`src/core/pscp_pkg.sv`:
```
// Shared constants and types of the panel serial command port
package pscp_pkg;

  // ---------------------------------------------------------------
  // Frame layout
  // ---------------------------------------------------------------
  localparam int CMD_BITS = 4; // Command field width
  localparam int SEG_BITS = 40; // Segment bits per frame
  localparam int FRAME_A_BITS = 45; // Command, segments and lamp bit
  localparam int FRAME_B_BITS = 44; // Command and segments only
  localparam int KEY_BITS = 30; // One bit per key
  localparam int SEG_LSB = 5; // Frame A segment field starts here
  localparam int LED_POS = 4; // Frame A lamp bit position
  localparam int SEGB_LSB = 4; // Frame B segment field starts here

  // ---------------------------------------------------------------
  // Command codes, b3 down to b0
  // ---------------------------------------------------------------
  localparam logic [3:0] CMD_DISP_A = 4'h2; // Load frame A
  localparam logic [3:0] CMD_DISP_B = 4'h3; // Load frame B
  localparam logic [3:0] CMD_DISP_A_KEY = 4'h6; // Frame A plus key read
  localparam logic [3:0] CMD_DISP_B_KEY = 4'h7; // Frame B plus key read
  localparam logic [2:0] CMD_KEY_0 = 3'h2; // 010x key read
  localparam logic [2:0] CMD_KEY_1 = 3'h6; // 110x key read
  localparam logic [2:0] CMD_KEY_2 = 3'h7; // 111x key read

  // ---------------------------------------------------------------
  // Register map, byte addresses
  // ---------------------------------------------------------------
  localparam logic [7:0] REG_KEYS = 8'h00; // Key states, read/write
  localparam logic [7:0] REG_STATUS = 8'h04; // Port state, read only
  localparam logic [7:0] REG_SEGA_LO = 8'h08; // Frame A bits 31..0
  localparam logic [7:0] REG_SEGA_HI = 8'h0C; // Frame A bits 39..32
  localparam logic [7:0] REG_SEGB_LO = 8'h10; // Frame B bits 31..0
  localparam logic [7:0] REG_SEGB_HI = 8'h14; // Frame B bits 39..32
  localparam logic [29:0] KEYS_RESET = 30'h00000000; // No key pressed

  // Status register field positions
  localparam int ST_OUTPUT_POS = 0; // Output status active
  localparam int ST_LOADED_POS = 1; // Display data seen
  localparam int ST_LCD_ON_POS = 2; // Display driven
  localparam int ST_DONE_POS = 3; // Scan done
  localparam int ST_BUSY_POS = 4; // Transfer window open
  localparam int ST_CMD_LSB = 8; // Last command taken

  // ---------------------------------------------------------------
  // Timing
  // ---------------------------------------------------------------
  localparam int CLK_HZ = 100_000_000; // System clock rate
  localparam int BLANK_WIN_NS = 50_000; // Blank takes effect within
  // Longest time rounds down
  localparam int BLANK_WIN_CYC = BLANK_WIN_NS / (1_000_000_000 / CLK_HZ);
  localparam int SCAN_CYC = 16; // Length of one key scan

  // ---------------------------------------------------------------
  // Types
  // ---------------------------------------------------------------
  typedef struct packed {
    logic sclk; // Serial clock from master
    logic load; // Load strobe
    logic data; // Data line level
    logic blank; // Blanking input
  } pscp_pins_type;

  typedef enum logic {ST_INPUT, ST_OUTPUT} pscp_mode_type;

endpackage : pscp_pkg

```
`src/core/pscp_core.sv`:
```
// Serial command port: shifter, decoder, display latches, APB slave
`timescale 1ns/100ps
module pscp_core #(
  parameter int BLANK_CYC = pscp_pkg::BLANK_WIN_CYC, // Window timeout
  parameter int SCAN_LEN = pscp_pkg::SCAN_CYC // Key scan length
) (
  input wire logic pclk,
  input wire logic presetn,
  input wire logic [7:0] paddr,
  input wire logic psel,
  input wire logic penable,
  input wire logic pwrite,
  input wire logic [31:0] pwdata,
  output logic [31:0] prdata,
  output logic pready,
  output logic pslverr,
  input wire logic sclk_in,
  input wire logic load_in,
  input wire logic data_in,
  output logic data_out,
  output logic data_oe,
  input wire logic blank_in,
  output logic [pscp_pkg::SEG_BITS-1:0] seg_a_out,
  output logic [pscp_pkg::SEG_BITS-1:0] seg_b_out,
  output logic led_bit,
  output logic lcd_on,
  output logic scan_done
);
  import pscp_pkg::*;

  // ---------------------------------------------------------------
  // Parameter checks
  // ---------------------------------------------------------------
  // Counter widths below bound what these parameters may be
  if (BLANK_CYC < 1 || BLANK_CYC > 8191) begin : g_bad_blank
    $error("BLANK_CYC must be 1 to 8191");
  end
  if (SCAN_LEN < 1 || SCAN_LEN > 255) begin : g_bad_scan
    $error("SCAN_LEN must be 1 to 255");
  end

  // ---------------------------------------------------------------
  // Functions
  // ---------------------------------------------------------------
  // True when the code loads a display frame
  function automatic logic is_disp(input logic [3:0] c);
    is_disp = (c == CMD_DISP_A) || (c == CMD_DISP_B) ||
              (c == CMD_DISP_A_KEY) || (c == CMD_DISP_B_KEY);
  endfunction : is_disp

  // True when the code asks for key output
  function automatic logic is_key(input logic [3:0] c);
    is_key = (c[3:1] == CMD_KEY_0) || (c[3:1] == CMD_KEY_1) ||
             (c[3:1] == CMD_KEY_2) || (c == CMD_DISP_A_KEY) ||
             (c == CMD_DISP_B_KEY);
  endfunction : is_key

  // ---------------------------------------------------------------
  // Pin synchronisers
  // ---------------------------------------------------------------
  pscp_pins_type pins_raw; // Asynchronous pin group
  pscp_pins_type sync1_reg; // First stage, read only by stage two
  pscp_pins_type sync2_reg; // Safe copy
  pscp_pins_type last_reg; // Previous safe copy, for edges

  assign pins_raw = '{sclk: sclk_in, load: load_in, data: data_in,
                      blank: blank_in};

  // Two stages per pin, then one more for edge detection
  always_ff @(posedge pclk or negedge presetn) begin
    if (!presetn) begin
      sync1_reg <= '0;
      sync2_reg <= '0;
      last_reg <= '0;
    end else begin
      sync1_reg <= pins_raw;
      sync2_reg <= sync1_reg;
      last_reg <= sync2_reg;
    end
  end

  // Edge stage resets to the idle low level of both pins, so
  // releasing reset cannot fake a clock or strobe edge
  wire sclk_rise = sync2_reg.sclk & ~last_reg.sclk;
  wire load_rise = sync2_reg.load & ~last_reg.load;

  // ---------------------------------------------------------------
  // State declarations
  // ---------------------------------------------------------------
  // Segment patterns sit apart from the shifter, so a half-sent
  // frame never reaches the pins
  pscp_mode_type mode_reg; // Input or output status
  logic [FRAME_A_BITS-1:0] shift_reg; // Incoming bit history
  logic [SEG_BITS-1:0] frame_a_reg; // Frame A segments
  logic [SEG_BITS-1:0] frame_b_reg; // Frame B segments
  logic led_reg; // Lamp bit from frame A
  logic loaded_reg; // Some display data taken
  logic [KEY_BITS-1:0] key_sh_reg; // Key bits being sent
  logic [KEY_BITS-1:0] keys_reg; // Key states from software
  logic [3:0] cmd_reg; // Last command accepted
  logic [7:0] scan_cnt_reg; // Scan progress
  logic scanning_reg; // Scan running
  logic done_reg; // Scan finished
  logic busy_reg; // Transfer window open
  logic [12:0] idle_cnt_reg; // Cycles since last serial clock
  logic blank_reg; // Blank level in force
  logic dout_reg; // Data line drive value

  // ---------------------------------------------------------------
  // Command decode
  // ---------------------------------------------------------------
  // Newest four bits are the command; b0 is the last one shifted
  wire [3:0] cmd_code = shift_reg[CMD_BITS-1:0];
  wire cmd_disp = is_disp(cmd_code);
  wire cmd_key = is_key(cmd_code);
  wire frame_is_b = cmd_code[0]; // Odd display codes pick frame B
  // Key read before any display is refused as well as unknown codes
  wire take_disp = load_rise && (mode_reg == ST_INPUT) && cmd_disp;
  wire take_key = load_rise && (mode_reg == ST_INPUT) && cmd_key &&
                  (loaded_reg || cmd_disp);
  wire leave_out = load_rise && (mode_reg == ST_OUTPUT);
  wire [SEG_BITS-1:0] seg_field_a = shift_reg[SEG_LSB +: SEG_BITS];
  wire [SEG_BITS-1:0] seg_field_b = shift_reg[SEGB_LSB +: SEG_BITS];

  // ---------------------------------------------------------------
  // Shifter and status sequencing
  // ---------------------------------------------------------------
  // Input shifts on clock rise, output mode sends key bits
  always_ff @(posedge pclk or negedge presetn) begin
    if (!presetn) begin
      mode_reg <= ST_INPUT;
      shift_reg <= '0;
      key_sh_reg <= '0;
      dout_reg <= 1'b0;
    end else begin
      case (mode_reg)
        ST_INPUT: begin
          if (sclk_rise) begin
            shift_reg <= {shift_reg[FRAME_A_BITS-2:0], sync2_reg.data};
          end
          // Key bits frozen at entry; writes mid-read cannot tear
          if (take_key) begin
            mode_reg <= ST_OUTPUT;
            key_sh_reg <= keys_reg;
          end
        end
        ST_OUTPUT: begin
          if (leave_out) begin
            mode_reg <= ST_INPUT;
          end else if (sclk_rise) begin
            // Most significant key first, one bit per rise
            dout_reg <= key_sh_reg[KEY_BITS-1];
            key_sh_reg <= {key_sh_reg[KEY_BITS-2:0], 1'b0};
          end
        end
        default: begin
          mode_reg <= ST_INPUT;
        end
      endcase
    end
  end

  // ---------------------------------------------------------------
  // Display latches
  // ---------------------------------------------------------------
  // Only the addressed frame changes; the other keeps its pattern
  always_ff @(posedge pclk or negedge presetn) begin
    if (!presetn) begin
      frame_a_reg <= '0;
      frame_b_reg <= '0;
      led_reg <= 1'b0;
      loaded_reg <= 1'b0;
      cmd_reg <= '0;
    end else if (take_disp) begin
      loaded_reg <= 1'b1;
      cmd_reg <= cmd_code;
      if (frame_is_b) begin
        frame_b_reg <= seg_field_b;
      end else begin
        frame_a_reg <= seg_field_a;
        led_reg <= shift_reg[LED_POS];
      end
    end else if (take_key) begin
      cmd_reg <= cmd_code;
    end
  end

  // ---------------------------------------------------------------
  // Key scan
  // ---------------------------------------------------------------
  // Scan is a fixed delay here; the matrix itself lives elsewhere
  always_ff @(posedge pclk or negedge presetn) begin
    if (!presetn) begin
      scanning_reg <= 1'b0;
      scan_cnt_reg <= '0;
      done_reg <= 1'b0;
    end else begin
      // A new key command restarts the scan from zero
      if (take_key) begin
        scanning_reg <= 1'b1;
        scan_cnt_reg <= '0;
      end else if (scanning_reg) begin
        if (scan_cnt_reg == 8'(SCAN_LEN - 1)) begin
          scanning_reg <= 1'b0;
        end else begin
          scan_cnt_reg <= scan_cnt_reg + 8'h01;
        end
      end
      // Completion beats a strobe in the same cycle, except a strobe that takes a new key command
      if (scanning_reg && !take_key &&
          scan_cnt_reg == 8'(SCAN_LEN - 1)) begin
        done_reg <= 1'b1;
      end else if (load_rise) begin
        done_reg <= 1'b0;
      end
    end
  end

  // ---------------------------------------------------------------
  // Blank window
  // ---------------------------------------------------------------
  // Window opens on serial clock and closes on strobe or long idle,
  // so a stalled master cannot hold the blank level forever
  always_ff @(posedge pclk or negedge presetn) begin
    if (!presetn) begin
      busy_reg <= 1'b0;
      idle_cnt_reg <= '0;
      blank_reg <= 1'b1;
    end else begin
      if (load_rise) begin
        busy_reg <= 1'b0;
      end else if (sclk_rise) begin
        busy_reg <= 1'b1;
      end else if (idle_cnt_reg == 13'(BLANK_CYC - 1)) begin
        busy_reg <= 1'b0;
      end
      // Idle counter runs only inside an open window
      if (sclk_rise || !busy_reg) begin
        idle_cnt_reg <= '0;
      end else begin
        idle_cnt_reg <= idle_cnt_reg + 13'h0001;
      end
      // Pending level applied once the window is closed
      if (!busy_reg) begin
        blank_reg <= sync2_reg.blank;
      end
    end
  end

  // ---------------------------------------------------------------
  // Display outputs
  // ---------------------------------------------------------------
  // Nothing lights before the first frame, whatever the blank pin
  wire show = loaded_reg & ~blank_reg;

  // Registered drive; a set bit lights its element
  always_ff @(posedge pclk or negedge presetn) begin
    if (!presetn) begin
      seg_a_out <= '0;
      seg_b_out <= '0;
      led_bit <= 1'b0;
      lcd_on <= 1'b0;
    end else begin
      seg_a_out <= show ? frame_a_reg : '0;
      seg_b_out <= show ? frame_b_reg : '0;
      led_bit <= show & led_reg;
      lcd_on <= show;
    end
  end

  // Enable follows the mode flop, so the line is free in input
  // status and the master never fights the device
  assign scan_done = done_reg;
  assign data_out = dout_reg;
  assign data_oe = (mode_reg == ST_OUTPUT);

  // ---------------------------------------------------------------
  // APB slave
  // ---------------------------------------------------------------
  // Zero wait states, so every access completes in its first access
  wire acc = psel & penable;
  wire hit_keys = (paddr == REG_KEYS);
  wire hit_stat = (paddr == REG_STATUS);
  wire hit_alo = (paddr == REG_SEGA_LO);
  wire hit_ahi = (paddr == REG_SEGA_HI);
  wire hit_blo = (paddr == REG_SEGB_LO);
  wire hit_bhi = (paddr == REG_SEGB_HI);
  // Any one of the six words
  wire mapped = hit_keys | hit_stat | hit_alo | hit_ahi | hit_blo |
                hit_bhi;
  // Live state packed for software polling
  wire [31:0] stat_word = {16'h0000, 4'h0, cmd_reg, 3'h0, busy_reg,
                           done_reg, lcd_on, loaded_reg,
                           (mode_reg == ST_OUTPUT)};
  wire [31:0] rd_mux = hit_keys ? {2'b00, keys_reg} :
                       hit_stat ? stat_word :
                       hit_alo ? frame_a_reg[31:0] :
                       hit_ahi ? {24'h000000, frame_a_reg[39:32]} :
                       hit_blo ? frame_b_reg[31:0] :
                       hit_bhi ? {24'h000000, frame_b_reg[39:32]} :
                       32'h00000000;

  // Never stalls; an unmapped address is flagged, not hung
  assign pready = 1'b1;
  assign pslverr = acc & ~mapped;

  // Key states written by software; read data held in a flop
  always_ff @(posedge pclk or negedge presetn) begin
    if (!presetn) begin
      keys_reg <= KEYS_RESET;
      prdata <= '0;
    end else begin
      if (acc && pwrite && hit_keys) begin
        keys_reg <= pwdata[KEY_BITS-1:0];
      end
      // Writes return zero so stale read data never leaks back
      if (psel && !penable) begin
        prdata <= pwrite ? 32'h00000000 : rd_mux;
      end
    end
  end

endmodule : pscp_core

```
`config.mk`:
```
export PLATFORM = sky130hd
export DESIGN_NAME = pscp_core
export DESIGN_NICKNAME = d
export VERILOG_FILES = /design/src/core/pscp_pkg.sv /design/src/core/pscp_core.sv
export SDC_FILE = /design/constraint.sdc
export NUM_CORES = 1
export LEC_CHECK = 0
export BUFFER_PORTS_ARGS = -buffer_cell sky130_fd_sc_hd__buf_2
export CORE_MARGIN = 1.5
export CORE_UTILIZATION = 60
export CTS_BUF_LIST = sky130_fd_sc_hd__clkbuf_4
export DETAILED_ROUTE_END_ITERATION = 6
export PLACE_DENSITY_LB_ADDON = 0.2
export SYNTH_ARGS = -nofsm -noshare
export SYNTH_HDL_FRONTEND = slang
export SYNTH_SLANG_ARGS = --single-unit
```
`constraint.sdc`:
```
create_clock -name pclk -period 2.5 [get_ports pclk]
set_input_delay 0.375 -clock pclk [delete_from_list [all_inputs] [get_ports pclk]]
set_output_delay 0.375 -clock pclk [all_outputs]
set_load 0.005 [all_outputs]
```
==> impl_metrics.env <==
export IMPL_cts_hold_buf=35
export IMPL_gr_usage_all_layers_pct=27.0
export IMPL_die_h_um=155
export IMPL_cp_max_fo=7
export IMPL_outcome="finished, final reports clean"
export IMPL_grt_max_degree=78
export IMPL_ys_seq_elements=342
export IMPL_grt_pass1_wl_um=50200
export IMPL_postPlaceCellArea_um2=15100
export IMPL_comb_power_share_pct=13.3
export IMPL_final_cell_mix="341 x dfrtp_1, 192 x mux2_2, 163 x buf_2, 126 x clkbuf_4, 88 x and2_1"
export IMPL_vias=9074
export IMPL_p_int_mw=9.11
export IMPL_dieWidth_um=155
export IMPL_muxShareOfSynthArea_pct=19.2
export IMPL_peakVddDrop_uv=442
export IMPL_async_reset_ff_share_pct=100
export IMPL_largest_reg_flops=45
export IMPL_worstSetupStartpointType="primary input"
export IMPL_netlist_instances=1020
export IMPL_cts_tree="built"
export IMPL_wl_per_cell_um=19.1
export IMPL_crit_path_max_incr_delay_ns=0.54
export IMPL_rsz0062_at_grt="no"
export IMPL_vias_per_cell=5.64
export IMPL_finalCriticalPeriod_ns=2.27
export IMPL_gp_congestion=0.818
export IMPL_synth_compound_area_share_pct=6.13
export IMPL_coreArea_um2=22600
export IMPL_switchingPower_mw=3.31
export IMPL_slew_violations=0
export IMPL_p_clk_share_pct=36.0
export IMPL_setup_viol=0
export IMPL_grt_pass1_vias=9435
export IMPL_hold_worst_slack_ns=0.170
export IMPL_worstSetupPathType="primary input to output pin"
export IMPL_layoutNonFillerInstCount=1610
export IMPL_max_slew_worst_pin_slew_ns=0.755
export IMPL_cp_slowest_cell="or4_1"
export IMPL_nNetsFinal=1326
export IMPL_leakagePower_nw=8.47
export IMPL_cpLargestDelayFamily="simple AND/OR/NAND/NOR gates"
export IMPL_synth_flop_cell="dfrtp_1"
export IMPL_synth_simple_area_share_pct=9.25
export IMPL_clkLatencyLatePin_ns=0.67
export IMPL_io_pins=168
export IMPL_grt_overflow=0
export IMPL_route_detailed_drc=0
export IMPL_hpwl_um=19800
export IMPL_slew_headroom_pct=49.5
export IMPL_clkSlewWorstSetupHoldPaths_ns=0.06
export IMPL_cts_buffers=86
export IMPL_synth_cell_area_um2=13800
export IMPL_initial_core_util_pct=61.1
export IMPL_critPathBufInv=3
export IMPL_p_total_mw=12.4
export IMPL_synth_top_family_by_area="multiplexers"
export IMPL_cp_data_required_time_ns=2.12
export IMPL_area_growth_pct=19.5
export IMPL_synth_edf_count=0
export IMPL_fmax_mhz=440
export IMPL_ant_nets=0
export IMPL_hold_viol=0
export IMPL_final_common_cell="dfrtp_1"
export IMPL_synth_cell_types=52
export IMPL_htreeDepth=3
export IMPL_critPathArrivalTime_ns=1.90
export IMPL_synthAdderAreaFrac_pct=0.181
export IMPL_clk_path_buf_depth=3
export IMPL_dp_cells=1437
export IMPL_yosys_warnings=0
export IMPL_swShare_pct=26.7
export IMPL_clockRootBuffer="clkbuf_4"
export IMPL_post_cts_buffers=0
export IMPL_antenna_found_initial=1
export IMPL_drt_iter0_markers=477
export IMPL_cp_cell_sequence="buf_2, or4_1, buf_4, or2_1, and4_1, buf_2"
export IMPL_cts_sinks=342
export IMPL_avgSynthCellArea_um2=13.5
export IMPL_portBuffers=164
export IMPL_synth_xor_area_share_pct=0.889
export IMPL_ys_seq_area_share_pct=62.1
export IMPL_fin_worst_skew_ns=0.0316
export IMPL_fin_crit_sh_pct=90.9
export IMPL_cpMostUsedCell="buf_2"
export IMPL_cts_resized=0
export IMPL_wirelength_um=30800
export IMPL_pwr_share_seq_pct=50.8
export IMPL_end_kind="output pin"
export IMPL_tns_ns=0
export IMPL_holdCritPathClass="primary input to register"
export IMPL_drv_cap=0
export IMPL_synthesis_nets=1071
export IMPL_post_route_cell_area_um2=16500
export IMPL_firstDrtPassIters=6
export IMPL_rows=55
export IMPL_powerDensity_nw_per_um2=754
export IMPL_dieArea_um2=23900
export IMPL_drive_gt1_share_pct=41.8
## metal layers
layer  global-route usage, %  vias up  part of all wire (%)
met4                    10.0        0                   2.0
met2                    40.7      279                    46
met3                    6.36       51                   6.0
met5                       0        -                     0
met1                    38.5     4594                    46
li1                        -     4150                     -
## cell families (layout without fill, tap and decap cells)
family	Yosys count	after routing
flops	342	342
xor+xnor	14	14
fa+ha+maj	2	2
other cells	1	2
buf+inv	74	378
compound gates	130	130
mux	226	226
simple gates	231	231
## cell type report
type                    instances  area [µm²]
diodes                          1        2.50
clock buffers                 126         946
clock inverters                11        67.6
fillers                      1560        6100
inverters                      14        52.6
multi-input cells             604        4970
flip-flops and latches        342        8560
well taps                     285         357
repair buffers                227        1520
## power groups by stage
stage | Combinational [mW] | Clock, mW | Sequential, mW
3_3_place_gp | 1.57 | 0 | 6.37
3_5_place_dp | 1.61 | 0 | 6.39
6_report | 1.65 | 4.47 | 6.30
5_1_grt | 1.81 | 4.89 | 6.35
2_1_floorplan | 1.02 | 0 | 6.28
4_1_cts | 1.66 | 4.59 | 6.29
## worst min-delay path, delay by kind of cell
family	cells	cell delay [ns]
AO/OA/AOI/OAI	1	0.07
buffers and inverters	1	0.18
AND/OR/NAND/NOR	1	0.14
## synthesized netlist by cell type (6+ instances only)
library cell	instances	area share, %
o21ai_0	21	0.76
or3_1	8	0.36
mux2_4	30	3.3
a21oi_1	17	0.62
and2_1	88	4.0
nor2_1	30	0.82
o21ai_1	14	0.51
inv_1	14	0.38
nor3_1	10	0.36
o211ai_1	10	0.54
a31oi_1	16	0.73
clkbuf_1	53	1.4
dfrtp_1	341	62
a22oi_1	20	1.1
mux2_2	192	16
nor2b_1	12	0.54
xor2_1	8	0.51
nand2_1	31	0.84
xnor2_1	6	0.38
nand3_1	23	0.83
## stage by stage
| stage | util [%] | setup slack (ns) |
|---|---|---|
| 3_5_place_dp | 66.9 | 0.0385 |
| 2_1_floorplan | - | 0.182 |
| 5_1_grt | 73.0 | 0.187 |
| 4_1_cts | 73.0 | 0.239 |
| 6_report | 73.0 | 0.229 |
| 3_3_place_gp | 66.9 | 0.0572 |
## final timing paths
path	from	endpoint	slack, ns	cells past startpoint
min in group asynchronous	presetn	scan_cnt_reg[3]	0.23	2
max in group asynchronous	presetn	keys_reg[16]	1.49	3
hold / removal	pwrite	prdata[18]	0.17	3
setup / recovery	paddr[7]	pslverr	0.23	6
hold reg to reg	sync1_reg[3]	sync2_reg[3]	0.34	0
setup reg to reg	last_reg[2]	frame_a_reg[37]	0.44	5
No activity file was read; power rests on OpenSTA's default activity.
